### src/per_regs.svh
/*
  register offsets, page codes, field positions and reset values
  of the event, timing-role swap, page and aux clock registers.
  assumes a 5-bit register address and 16-bit register data.
*/
`ifndef PER_REGS_SVH
`define PER_REGS_SVH

// ------------------------------------------------------------
// register addresses inside the 32-register window
// ------------------------------------------------------------
`define PER_ADDR_AUX_CLK    5'h0d
`define PER_ADDR_MASK       5'h1c
`define PER_ADDR_STAT       5'h1d
`define PER_ADDR_ROLE       5'h1e
`define PER_ADDR_PAGE       5'h1f

// ------------------------------------------------------------
// page codes written to the page register
// ------------------------------------------------------------
`define PER_PAGE_MAIN       16'h0000
`define PER_PAGE_EXT2       16'h0002
`define PER_PAGE_GP         16'h0010

// ------------------------------------------------------------
// extended event status / mask layout
// ------------------------------------------------------------
`define PER_EVT_RX_FIFO     13
`define PER_EVT_TX_FIFO     12
`define PER_EVT_SWAP_DONE   4
`define PER_EVT_EEE_LFAIL   3
`define PER_EVT_EEE_QUIET   2
`define PER_EVT_EEE_SLEEP   1
`define PER_EVT_EEE_WAKE    0
`define PER_EVT_BITS        16'h301f

// ------------------------------------------------------------
// timing-role swap control layout
// ------------------------------------------------------------
`define PER_ROLE_STARTUP    15
`define PER_ROLE_ADV        14
`define PER_ROLE_PARTNER_ADV 13
`define PER_ROLE_FORCE      12
`define PER_ROLE_ST_HI      5
`define PER_ROLE_ST_LO      4
`define PER_ROLE_START      0
`define PER_ROLE_STICKY     16'hd000

// ------------------------------------------------------------
// aux clock output control layout
// ------------------------------------------------------------
`define PER_CLK_EN          15
`define PER_CLK_SEL_HI      14
`define PER_CLK_SEL_LO      13
`define PER_CLK_BITS        16'he000
`define PER_RST_WORD        16'h0000

// ------------------------------------------------------------
// phase increments for a 16-bit accumulator at 200 MHz
// ------------------------------------------------------------
`define PER_INC_25M         16'h2000
`define PER_INC_50M         16'h4000
`define PER_INC_125M        16'ha000
`define PER_PHASE_MSB       15

`endif

### src/per_pkg.sv
/*
  types shared by the event and page register block.
  assumes nothing beyond a SystemVerilog compiler.
*/
package per_pkg;

  // ------------------------------------------------------------
  // timing role as reported in the swap control register
  // ------------------------------------------------------------
  typedef enum logic [1:0] {
    ROLE_SLAVE     = 2'b00,
    ROLE_M2S       = 2'b01,
    ROLE_S2M       = 2'b10,
    ROLE_MASTER    = 2'b11
  } per_role_t;

  // ------------------------------------------------------------
  // aux clock frequency select codes
  // ------------------------------------------------------------
  typedef enum logic [1:0] {
    FREQ_25M       = 2'b00,
    FREQ_50M       = 2'b01,
    FREQ_125M      = 2'b10,
    FREQ_RSVD      = 2'b11
  } per_freq_t;

endpackage : per_pkg

### src/per_event_page_regs.sv
/*
  management register block: extended event status and mask,
  timing-role swap control and status, page select, aux clock
  output control and the aux clock generator.
  assumes a single 200 MHz clock; all event and link inputs come
  from logic on that clock; the register port reads one cycle late.
*/
// Added by the designer: strobed register access.
`include "per_regs.svh"

module per_event_page_regs
  import per_pkg::*;
(
  // clock and resets
  input  wire logic        core_clk,
  input  wire logic        rst,
  input  wire logic        sticky_rst,
  input  wire logic        soft_rst,
  // register port
  input  wire logic [4:0]  reg_addr,
  input  wire logic [15:0] reg_wdata,
  input  wire logic        reg_wr,
  input  wire logic        reg_rd,
  output logic      [15:0] reg_rdata,
  // event pulses from the datapath
  input  wire logic        rx_fifo_err,
  input  wire logic        tx_fifo_err,
  input  wire logic        eee_link_fail,
  input  wire logic        eee_rx_quiet,
  input  wire logic        eee_wait_quiet,
  input  wire logic        eee_wake_err,
  // link and negotiation state
  input  wire logic        link_up,
  input  wire logic        aneg_master,
  input  wire logic        link_partner_swap_adv,
  input  wire logic        swap_ack,
  // timing role swap controls
  output logic             master_training_enable,
  output logic             swap_advertise,
  output logic             swap_enabled,
  output logic             swap_req,
  // interrupt
  output logic             irq,
  // aux clock output pin
  output logic             aux_clock_output_pin,
  output logic             aux_clock_output_pin_oe
);

  // ------------------------------------------------------------
  // address decode
  // ------------------------------------------------------------
  logic [15:0] page;

  function automatic logic hit(input logic [15:0] pg, input logic [4:0] a,
                               input logic [15:0] want_pg, input logic [4:0] want_a);
    hit = (pg == want_pg) && (a == want_a);
  endfunction : hit

  logic wr_page, wr_mask, wr_stat, wr_role, wr_clk, rd_stat;

  always_comb begin
    wr_page = reg_wr && (reg_addr == `PER_ADDR_PAGE);
    wr_mask = reg_wr && hit(page, reg_addr, `PER_PAGE_EXT2, `PER_ADDR_MASK);
    wr_stat = reg_wr && hit(page, reg_addr, `PER_PAGE_EXT2, `PER_ADDR_STAT);
    wr_role = reg_wr && hit(page, reg_addr, `PER_PAGE_EXT2, `PER_ADDR_ROLE);
    wr_clk  = reg_wr && hit(page, reg_addr, `PER_PAGE_GP, `PER_ADDR_AUX_CLK);
    rd_stat = reg_rd && hit(page, reg_addr, `PER_PAGE_EXT2, `PER_ADDR_STAT);
  end

  // ------------------------------------------------------------
  // reset qualifiers
  // ------------------------------------------------------------
  // the next values already see the lighter resets, so that the
  // registered outputs drop in the same edge as the state they mirror
  logic clr_volatile;
  logic clr_sticky;

  always_comb begin
    clr_volatile = soft_rst || sticky_rst;
    clr_sticky   = sticky_rst;
  end

  // ------------------------------------------------------------
  // page select: power-on only, readable back
  // ------------------------------------------------------------
  logic [15:0] next_page;

  always_comb begin
    next_page = page;
    if (wr_page) begin
      next_page = reg_wdata;
    end
  end

  always_ff @(posedge core_clk) begin
    if (rst) begin
      page <= `PER_PAGE_MAIN;
    end else begin
      page <= next_page;
    end
  end

  // ------------------------------------------------------------
  // event status and mask
  // ------------------------------------------------------------
  logic [15:0] evt_stat;
  logic [15:0] evt_mask;
  logic [15:0] next_evt_stat;
  logic [15:0] next_evt_mask;
  logic [15:0] evt_in;
  logic        swap_done;

  always_comb begin
    evt_in = `PER_RST_WORD;
    evt_in[`PER_EVT_RX_FIFO]   = rx_fifo_err;
    evt_in[`PER_EVT_TX_FIFO]   = tx_fifo_err;
    evt_in[`PER_EVT_SWAP_DONE] = swap_done;
    evt_in[`PER_EVT_EEE_LFAIL] = eee_link_fail;
    evt_in[`PER_EVT_EEE_QUIET] = eee_rx_quiet;
    evt_in[`PER_EVT_EEE_SLEEP] = eee_wait_quiet;
    evt_in[`PER_EVT_EEE_WAKE]  = eee_wake_err;
    next_evt_stat = evt_stat;
    // a read clears what it reported; write-one also clears
    if (rd_stat) begin
      next_evt_stat = `PER_RST_WORD;
    end
    if (wr_stat) begin
      next_evt_stat = next_evt_stat & ~reg_wdata;
    end
    // a new event wins over a clear in the same cycle
    next_evt_stat = (next_evt_stat | evt_in) & `PER_EVT_BITS;
    next_evt_mask = evt_mask;
    if (wr_mask) begin
      next_evt_mask = reg_wdata & `PER_EVT_BITS;
    end
    // the lighter resets win over events and writes alike
    if (clr_volatile) begin
      next_evt_stat = `PER_RST_WORD;
    end
    if (clr_sticky) begin
      next_evt_mask = `PER_RST_WORD;
    end
  end

  always_ff @(posedge core_clk) begin
    if (rst || soft_rst || sticky_rst) begin
      evt_stat <= `PER_RST_WORD;
    end else begin
      evt_stat <= next_evt_stat;
    end
  end

  always_ff @(posedge core_clk) begin
    if (rst || sticky_rst) begin
      evt_mask <= `PER_RST_WORD;
    end else begin
      evt_mask <= next_evt_mask;
    end
  end

  // ------------------------------------------------------------
  // timing-role swap control bits (sticky)
  // ------------------------------------------------------------
  logic [15:0] role_ctl;
  logic [15:0] next_role_ctl;

  always_comb begin
    next_role_ctl = role_ctl;
    if (wr_role) begin
      next_role_ctl = reg_wdata & `PER_ROLE_STICKY;
    end
    // a sticky reset also clears the outputs that mirror these bits
    if (clr_sticky) begin
      next_role_ctl = `PER_RST_WORD;
    end
  end

  always_ff @(posedge core_clk) begin
    if (rst || sticky_rst) begin
      role_ctl <= `PER_RST_WORD;
    end else begin
      role_ctl <= next_role_ctl;
    end
  end

  // ------------------------------------------------------------
  // timing-role state machine
  // ------------------------------------------------------------
  per_role_t role;
  per_role_t next_role;
  logic      link_q;
  logic      partner_adv;
  logic      next_partner_adv;
  logic      swap_ok;
  logic      start_ok;

  always_comb begin
    swap_ok   = role_ctl[`PER_ROLE_FORCE] ||
                (role_ctl[`PER_ROLE_ADV] && partner_adv);
    // a start during a reset would request a role that the reset discards
    start_ok  = wr_role && reg_wdata[`PER_ROLE_START] && swap_ok && link_q && !clr_volatile &&
                (role == ROLE_SLAVE || role == ROLE_MASTER);
    next_role = role;
    swap_done = 1'b0;
    next_partner_adv = partner_adv;
    if (link_up && !link_q) begin
      next_role        = aneg_master ? ROLE_MASTER : ROLE_SLAVE;
      next_partner_adv = link_partner_swap_adv;
    end else if (!link_up) begin
      next_role        = ROLE_SLAVE;
      next_partner_adv = 1'b0;
    end else begin
      case (role)
        ROLE_SLAVE: begin
          if (start_ok) begin
            next_role = ROLE_S2M;
          end
        end
        ROLE_MASTER: begin
          if (start_ok) begin
            next_role = ROLE_M2S;
          end
        end
        ROLE_S2M: begin
          if (swap_ack) begin
            next_role = ROLE_MASTER;
            swap_done = 1'b1;
          end
        end
        ROLE_M2S: begin
          if (swap_ack) begin
            next_role = ROLE_SLAVE;
            swap_done = 1'b1;
          end
        end
        default: begin
          next_role = ROLE_SLAVE;
        end
      endcase
    end
    if (clr_volatile) begin
      next_partner_adv = 1'b0;
    end
  end

  always_ff @(posedge core_clk) begin
    if (rst || soft_rst || sticky_rst) begin
      role   <= ROLE_SLAVE;
      link_q <= 1'b0;
      partner_adv <= 1'b0;
    end else begin
      role   <= next_role;
      link_q <= link_up;
      partner_adv <= next_partner_adv;
    end
  end

  // ------------------------------------------------------------
  // aux clock control (super-sticky) and generator
  // ------------------------------------------------------------
  logic [15:0] clk_ctl;
  logic [15:0] next_clk_ctl;
  logic [15:0] phase;
  logic [15:0] next_phase;
  logic [15:0] inc;
  logic        clk_run;

  // the pin is the msb of a phase accumulator: 25 and 50 MHz are exact,
  // while 125 MHz lies above half the core clock and comes out as its
  // alias at the difference of the two; the reserved code holds it low
  always_comb begin
    next_clk_ctl = clk_ctl;
    if (wr_clk) begin
      next_clk_ctl = reg_wdata & `PER_CLK_BITS;
    end
    case (per_freq_t'(clk_ctl[`PER_CLK_SEL_HI:`PER_CLK_SEL_LO]))
      FREQ_25M:  inc = `PER_INC_25M;
      FREQ_50M:  inc = `PER_INC_50M;
      FREQ_125M: inc = `PER_INC_125M;
      default:   inc = `PER_RST_WORD;
    endcase
    clk_run    = clk_ctl[`PER_CLK_EN] && (inc != `PER_RST_WORD);
    next_phase = clk_run ? 16'(phase + inc) : `PER_RST_WORD;
  end

  // only power-on clears the general purpose space
  always_ff @(posedge core_clk) begin
    if (rst) begin
      clk_ctl <= `PER_RST_WORD;
    end else begin
      clk_ctl <= next_clk_ctl;
    end
  end

  always_ff @(posedge core_clk) begin
    if (rst) begin
      phase <= `PER_RST_WORD;
    end else begin
      phase <= next_phase;
    end
  end

  // ------------------------------------------------------------
  // read mux
  // ------------------------------------------------------------
  logic [15:0] next_rdata;

  always_comb begin
    // unmapped pages and addresses read zero
    next_rdata = `PER_RST_WORD;
    if (reg_rd) begin
      if (reg_addr == `PER_ADDR_PAGE) begin
        next_rdata = page;
      end else if (hit(page, reg_addr, `PER_PAGE_EXT2, `PER_ADDR_MASK)) begin
        next_rdata = evt_mask;
      end else if (hit(page, reg_addr, `PER_PAGE_EXT2, `PER_ADDR_STAT)) begin
        next_rdata = evt_stat;
      end else if (hit(page, reg_addr, `PER_PAGE_EXT2, `PER_ADDR_ROLE)) begin
        next_rdata = role_ctl;
        next_rdata[`PER_ROLE_PARTNER_ADV] = partner_adv;
        next_rdata[`PER_ROLE_ST_HI:`PER_ROLE_ST_LO] = role;
        next_rdata[`PER_ROLE_START] = (role == ROLE_S2M) || (role == ROLE_M2S);
      end else if (hit(page, reg_addr, `PER_PAGE_GP, `PER_ADDR_AUX_CLK)) begin
        next_rdata = clk_ctl;
      end
    end
  end

  // ------------------------------------------------------------
  // registered outputs
  // ------------------------------------------------------------
  // outputs other than aux_clock_output_pin_oe are taken from the next values so that each one changes
  // in the same edge as the register it reports; aux_clock_output_pin_oe follows clk_ctl one edge later
  always_ff @(posedge core_clk) begin
    if (rst) begin
      reg_rdata               <= `PER_RST_WORD;
      irq                     <= 1'b0;
      master_training_enable  <= 1'b0;
      swap_advertise          <= 1'b0;
      swap_enabled            <= 1'b0;
      swap_req                <= 1'b0;
      aux_clock_output_pin    <= 1'b0;
      aux_clock_output_pin_oe <= 1'b0;
    end else begin
      reg_rdata               <= next_rdata;
      irq                     <= |(next_evt_stat & next_evt_mask);
      master_training_enable  <= next_role_ctl[`PER_ROLE_STARTUP];
      swap_advertise          <= next_role_ctl[`PER_ROLE_ADV];
      swap_enabled            <= next_role_ctl[`PER_ROLE_FORCE] ||
                                 (next_role_ctl[`PER_ROLE_ADV] && next_partner_adv);
      swap_req                <= start_ok;
      aux_clock_output_pin    <= clk_run && next_phase[`PER_PHASE_MSB];
      aux_clock_output_pin_oe <= clk_ctl[`PER_CLK_EN];
    end
  end

endmodule : per_event_page_regs

### config.mk
export PLATFORM = sky130hd
export DESIGN_NAME = per_event_page_regs
export DESIGN_NICKNAME = d
export VERILOG_FILES = /design/src/per_pkg.sv /design/src/per_event_page_regs.sv
export VERILOG_INCLUDE_DIRS = /design/src
export SDC_FILE = /design/constraint.sdc
export NUM_CORES = 1
export LEC_CHECK = 0
export BUFFER_PORTS_ARGS = -buffer_cell sky130_fd_sc_hd__buf_2
export CAP_MARGIN = 15
export CELL_PAD_IN_SITES_DETAIL_PLACEMENT = 1
export CELL_PAD_IN_SITES_GLOBAL_PLACEMENT = 1
export CORE_ASPECT_RATIO = 1.2
export CORE_MARGIN = 2
export CORE_UTILIZATION = 45
export CTS_BUF_LIST = sky130_fd_sc_hd__clkbuf_2
export DETAILED_ROUTE_END_ITERATION = 16
export PLACE_DENSITY_LB_ADDON = 0.05
export SLEW_MARGIN = 25
export SYNTH_ARGS = -nofsm -noshare
export SYNTH_HDL_FRONTEND = slang
export SYNTH_SLANG_ARGS = --single-unit
### constraint.sdc
create_clock -name core_clk -period 6.6 [get_ports core_clk]
set_input_delay 0.33 -clock core_clk [delete_from_list [all_inputs] [get_ports core_clk]]
set_output_delay 0.33 -clock core_clk [all_outputs]
set_load 0.03 [all_outputs]
==> flow_summary.json, run 1 <==
{
  "status": "complete, no violations",
  "via_count": 2462,
  "num_rows": 31,
  "fin_crit_ns": 2.44,
  "finalSetupViolations": 0,
  "comb_power_share": 0.072,
  "ant_nets": 0,
  "leakage_nw": 1.31,
  "clock_latency_ns": 0.51,
  "ys_seq_area_frac": 0.466,
  "cts_tree": "built",
  "cp-end-kind": "register",
  "power_mw": 0.623,
  "gp_congestion": 0.820,
  "portBuffers": 59,
  "drv_cap": 0,
  "finalCritPeriodShare": 0.370,
  "fmax_mhz": 410,
  "drc_errors": 0,
  "start_kind": "register",
  "setup_ws_ns": 4.16,
  "ys_types": 43,
  "cellInternalPower_mw": 0.453,
  "routed_wl_mm": 7.75,
  "hpwl_mm": 5.78,
  "synthCells": 314,
  "ys_dominant_reg_cell": "dfxtp_1",
  "cts_max_path_buffers": 2,
  "grt_start_max_net_pins": 28,
  "core_sq_mm": 0.00601,
  "area_growth_syn_to_layout_pct": 15.1,
  "nets": 412,
  "drt_iter0_drc": 92,
  "seqPwrFrac": 0.638,
  "drv_slew": 0,
  "synth_area_per_cell_sq_um": 8.89,
  "hold_ws_ns": 0.0435,
  "rsz0062_at_grt": "false",
  "clkPwrFrac": 0.289,
  "powerDensity_mw_per_mm2": 194,
  "final.setup_skew_ns": 0.0202,
  "gr-total-overflow": 0,
  "synth_warnings": 0,
  "grt_pass1_wl_mm": 12.5,
  "cts_made_buffers": 9,
  "arrival_ns": 2.85,
  "dieArea_sq_mm": 0.00685,
  "p_sw_frac": 0.272,
  "first_pass_iters": 4,
  "async_flop_share": 0,
  "critPathRequiredTime_ns": 7.02,
  "htree_levels": 3,
  "synth_nets": 357,
  "post-route-util": 0.534,
  "mostFrequentLayoutCells": "65 x dfxtp_1, 60 x nand2_1, 59 x buf_2, 36 x a21oi_1, 26 x nor2_1",
  "die_x_um": 75.9,
  "cts.clk_slew.worst_paths_ns": 0.17,
  "die_y_um": 90.3,
  "clock-sinks": 65,
  "fillers": 762,
  "grtUsageTotal": 0.246,
  "antenna_found_initial": 0,
  "drive_above_1_share": 0.241,
  "syn_area_sq_mm": 0.00279,
  "ios": 60,
  "avgRoutedWirePerCell_um": 17.0,
  "ff_latch_area_sq_mm": 0.00130,
  "start_util": 0.464,
  "hold_class": "in2reg",
  "cp_max_fo": 7,
  "diodes": 0,
  "peakVddDrop_v": 0.0000966,
  "first_global_vias": 2537,
  "hold_viol_final": 0,
  "power_switching_mw": 0.169,
  "final_common_cell": "dfxtp_1",
  "worstSetupPathType": "reg2reg",
  "place_ws_ns": 4.19,
  "synth_seq_cells": 65,
  "timing.slew.headroom": 0.386,
  "setup_tns_ns": 0,
  "synth-edff-count": 0,
  "root_buffer": "clkbuf_2",
  "viasPerCell": 5.41,
  "multiInputGateArea_sq_mm": 0.00139,
  "worst_pin_slew_ns": 0.913
}
==> power groups by stage <==
stage	sequential (mW)	combinational, mW	clock [mW]
finish	0.398	0.0450	0.180
floorplan	0.405	0.0233	0
global route	0.398	0.0495	0.202
detailed placement	0.406	0.0443	0
CTS	0.398	0.0449	0.186
global placement	0.406	0.0433	0
==> metal layers <==
layer / up-vias / GRT usage / part of all wire / routed length [um]
met5: - / 0 / 0 / 0
met4: 0 / 0.105 / 0.020 / 158
met3: 14 / 0.0368 / 0.039 / 299
met2: 59 / 0.401 / 0.49 / 3820
met1: 1195 / 0.313 / 0.45 / 3470
li1: 1194 / - / - / -
==> registers in the layout (all words and copies together), names as in the netlist, 2 cells and up <==
signal / count
page: 16
reg_rdata: 16
evt_mask: 7
evt_stat: 7
clk_ctl: 3
phase: 3
role_ctl: 3
role: 2
==> cells in the mapped netlist (all sizes together) (4+ instances only) <==
cell    instances  share of area
a21oi          37          0.068
a22oi          10          0.027
and2            4         0.0090
and3            9          0.020
clkbuf         15          0.020
dfxtp          65           0.47
ha              5          0.022
inv             8          0.011
mux2            8          0.032
mux2i          13          0.047
nand2          60          0.081
nand3           6          0.013
nand4           4          0.014
nor2           26          0.035
nor2b           4         0.0090
nor3            6          0.013
nor4            6          0.035
==> worst max-delay path, cell delays in order, from the launching register on <==
cell and delay, ns:
dfxtp_1 0.38, nor4_4 0.39, nand4_4 0.20, nor4_4 0.51
mux2_2 0.42, a2bb2oi_1 0.20, o311a_1 0.20, a21oi_2 0.05
==> final cells by class <==
cell class | instances | area share
clock buffer | 9 | 0.0140
timing repair buffer | 61 | 0.0974
clock inverter | 6 | 0.00818
multi-input combinational | 224 | 0.434
inverter | 8 | 0.00935
tap | 82 | 0.0319
sequential | 65 | 0.405
==> final timing paths <==
check                                          start                 endpoint  slack (ns)  cells after the start
worst max-delay path            page[5]$_SDFFE_PP0P_           irq$_SDFF_PP0_        4.16                      7
worst min-delay path                     rx_fifo_err  evt_stat[13]$_SDFF_PP0_        0.04                      3
worst max register to register  page[5]$_SDFFE_PP0P_           irq$_SDFF_PP0_        4.16                      7
worst min register to register  page[6]$_SDFFE_PP0P_     page[6]$_SDFFE_PP0P_        0.49                      2
==> repair_timing <==
item | in CTS | in global routing
buffers inserted | 0 | 0
hold endpoints to repair | 1 | 0
gates resized for setup | 0 | 0
endpoints found under the setup margin | 0 | 0
hold buffers | 1 | 0
==> logic make-up after synthesis <==
logic type,after synthesis,synth area share
multiplexers,21,0.0789
flip-flops,65,0.466
AO/OA/AOI/OAI,62,0.137
buffers and inverters,25,0.0341
adder cells (fa/ha/maj),6,0.0296
XOR/XNOR,1,0.00314
AND/OR/NAND/NOR,134,0.251
==> per-stage QoR <==
stage	cells	area [sq um]
6_report	455	3210
2_1_floorplan	314	2790
3_5_place_dp	439	3130
5_1_grt	455	3210
3_3_place_gp	439	3130
4_1_cts	455	3210
(Power assumes the default switching activity.)
==> inputs of run 2 (changes only) <==
Settings changed: CORE_UTILIZATION 45 to 42.
Clock period 6.6 ns to 2.3 ns, I/O delays scaled along.
==> run 2 against run 1 <==
Cell area rose by 13%; clock skew rose by 0.0092 ns; setup slack got worse by 4.1 ns.
==> flow_summary.json, run 2 (synthesized netlist as in run 1, its figures left out) <==
{
  "status": "complete, no violations",
  "cts_tree": "built",
  "fillers": 799,
  "powerDensity_mw_per_mm2": 512,
  "ios": 60,
  "finalCritPeriodShare": 0.973,
  "drv_slew": 0,
  "diodes": 0,
  "start_kind": "register",
  "grt_pass1_wl_mm": 13.2,
  "cp-end-kind": "register",
  "clock-sinks": 65,
  "setup_tns_ns": 0,
  "grt_start_max_net_pins": 22,
  "via_count": 2678,
  "core_sq_mm": 0.00645,
  "nets": 454,
  "arrival_ns": 2.64,
  "worstSetupPathType": "reg2reg",
  "cp_slowest_stage_delay_ns": 0.40,
  "cts_max_path_buffers": 2,
  "dieArea_sq_mm": 0.00731,
  "clock_latency_ns": 0.52,
  "timing.slew.headroom": 0.527,
  "final_common_cell": "dfxtp_1",
  "die_y_um": 93.3,
  "gp_congestion": 0.796,
  "num_rows": 32,
  "place_inst": 449,
  "drive_above_1_share": 0.267,
  "hold_class": "in2reg",
  "worst_pin_slew_ns": 0.710,
  "ant_nets": 0,
  "cts.clk_slew.worst_paths_ns": 0.18,
  "fmax_mhz": 447,
  "final_cell_count_no_fill": 500,
  "rsz0062_at_grt": "true",
  "multiInputGateArea_sq_mm": 0.00142,
  "peakVddDrop_v": 0.000241,
  "cp_max_fo": 4,
  "hold_viol_final": 0,
  "cp_cell_sequence": "nor4_4, nand4_4, nor4_4, buf_4, mux2i_2, a2bb2oi_2, o311a_1, a21oi_2",
  "biggestRegsByFlops": "page: 16 flops, reg_rdata: 16 flops",
  "finalSetupViolations": 0,
  "hpwl_mm": 6.05,
  "routed_wl_mm": 8.49,
  "root_buffer": "clkbuf_2",
  "first_pass_iters": 4,
  "ff_latch_area_sq_mm": 0.00131,
  "drt_iter0_drc": 153,
  "gr-total-overflow": 0,
  "avgRoutedWirePerCell_um": 17.0,
  "first_global_vias": 2624,
  "cpMaxStageDelayCell": "dfxtp_4",
  "drc_errors": 0,
  "viasPerCell": 5.36,
  "portBuffers": 59,
  "htree_levels": 3,
  "grtUsageTotal": 0.240,
  "leakage_nw": 1.51,
  "critPathRequiredTime_ns": 2.71,
  "die_x_um": 78.4,
  "start_util": 0.433,
  "mostFrequentLayoutCells": "62 x dfxtp_1, 60 x nand2_1, 59 x buf_2, 36 x a21oi_1, 30 x dlygate4sd3_1",
  "antenna_found_initial": 0,
  "area_growth_syn_to_layout_pct": 30.5,
  "fin_crit_ns": 2.24,
  "cts_made_buffers": 9,
  "final.setup_skew_ns": 0.0294,
  "worst_path_most_repeated_cell": "nor4_4",
  "drv_cap": 0
}
-- run 2: changes by cell type in the layout (fill, tap and decap cells not counted), sizes merged --
cell,before,now
dlygate4sd3,1,30
clkbuf,9,11
clkinv,6,3
clkinvlp,0,1
buf,60,73
-- run 2: final cells by class --
cell class | instances | share of cell area
tap | 85 | 0.0292
inverter | 8 | 0.00825
clock inverter | 4 | 0.00584
sequential | 65 | 0.359
timing repair buffer | 103 | 0.192
clock buffer | 11 | 0.0151
multi-input combinational | 224 | 0.390
-- run 2: layer usage --
metal,vias up,track usage,wire [um]
li1,1287,-,-
met3,13,0.0483,309
met2,58,0.414,4370
met4,0,0.0965,161
met5,-,0,0
met1,1320,0.292,3650
-- run 2: path summary, 6_finish.rpt --
check | cells past startpoint | startpoint | end | slack, ns
setup reg to reg | 8 | page[15]$_SDFFE_PP0P_ | irq$_SDFF_PP0_ | 0.06
hold / removal | 3 | reg_addr[1] | swap_req$_SDFF_PP0_ | 0.05
hold reg to reg | 2 | evt_mask[3]$_SDFF_PP0_ | reg_rdata[3]$_SDFF_PP0_ | 0.46
setup / recovery | 8 | page[15]$_SDFFE_PP0P_ | irq$_SDFF_PP0_ | 0.06
-- run 2: critical path, delay by kind of cell (launching register included) --
family,cells,cell delay (ns)
AND/OR/NAND/NOR,3,0.92
flip-flops,1,0.40
AO/OA/AOI/OAI,3,0.40
multiplexers,1,0.24
buffers and inverters,1,0.18
-- run 2: power breakdown --
| part | internal (mW) | switching, mW |
|---|---|---|
| combinational | 0.0849 | 0.0927 |
| sequential | 1.13 | 0.00731 |
| clock | 0.138 | 0.408 |
| total | 1.36 | 0.508 |
-- run 2: through the flow --
step                power, mW  cell area, sq um  utilization  setup WS (ns)  hold WS, ns
CTS                      1.87              3560        0.553         0.0860       0.0177
detailed placement       1.30              3190        0.494          0.131        0.360
global placement         1.29              3190        0.494          0.212        0.353
global route             1.94              3640        0.565        -0.0567       0.0179
floorplan                1.23              2790            -          0.199        0.243
finish                   1.86              3640        0.565         0.0619       0.0456
-- run 2: repair_timing --
action	in CTS	in global routing
hold buffers	30	0
gates resized for setup	0	9
setup buffers	0	6
setup endpoints to repair	0	1
hold endpoints to repair	42	0
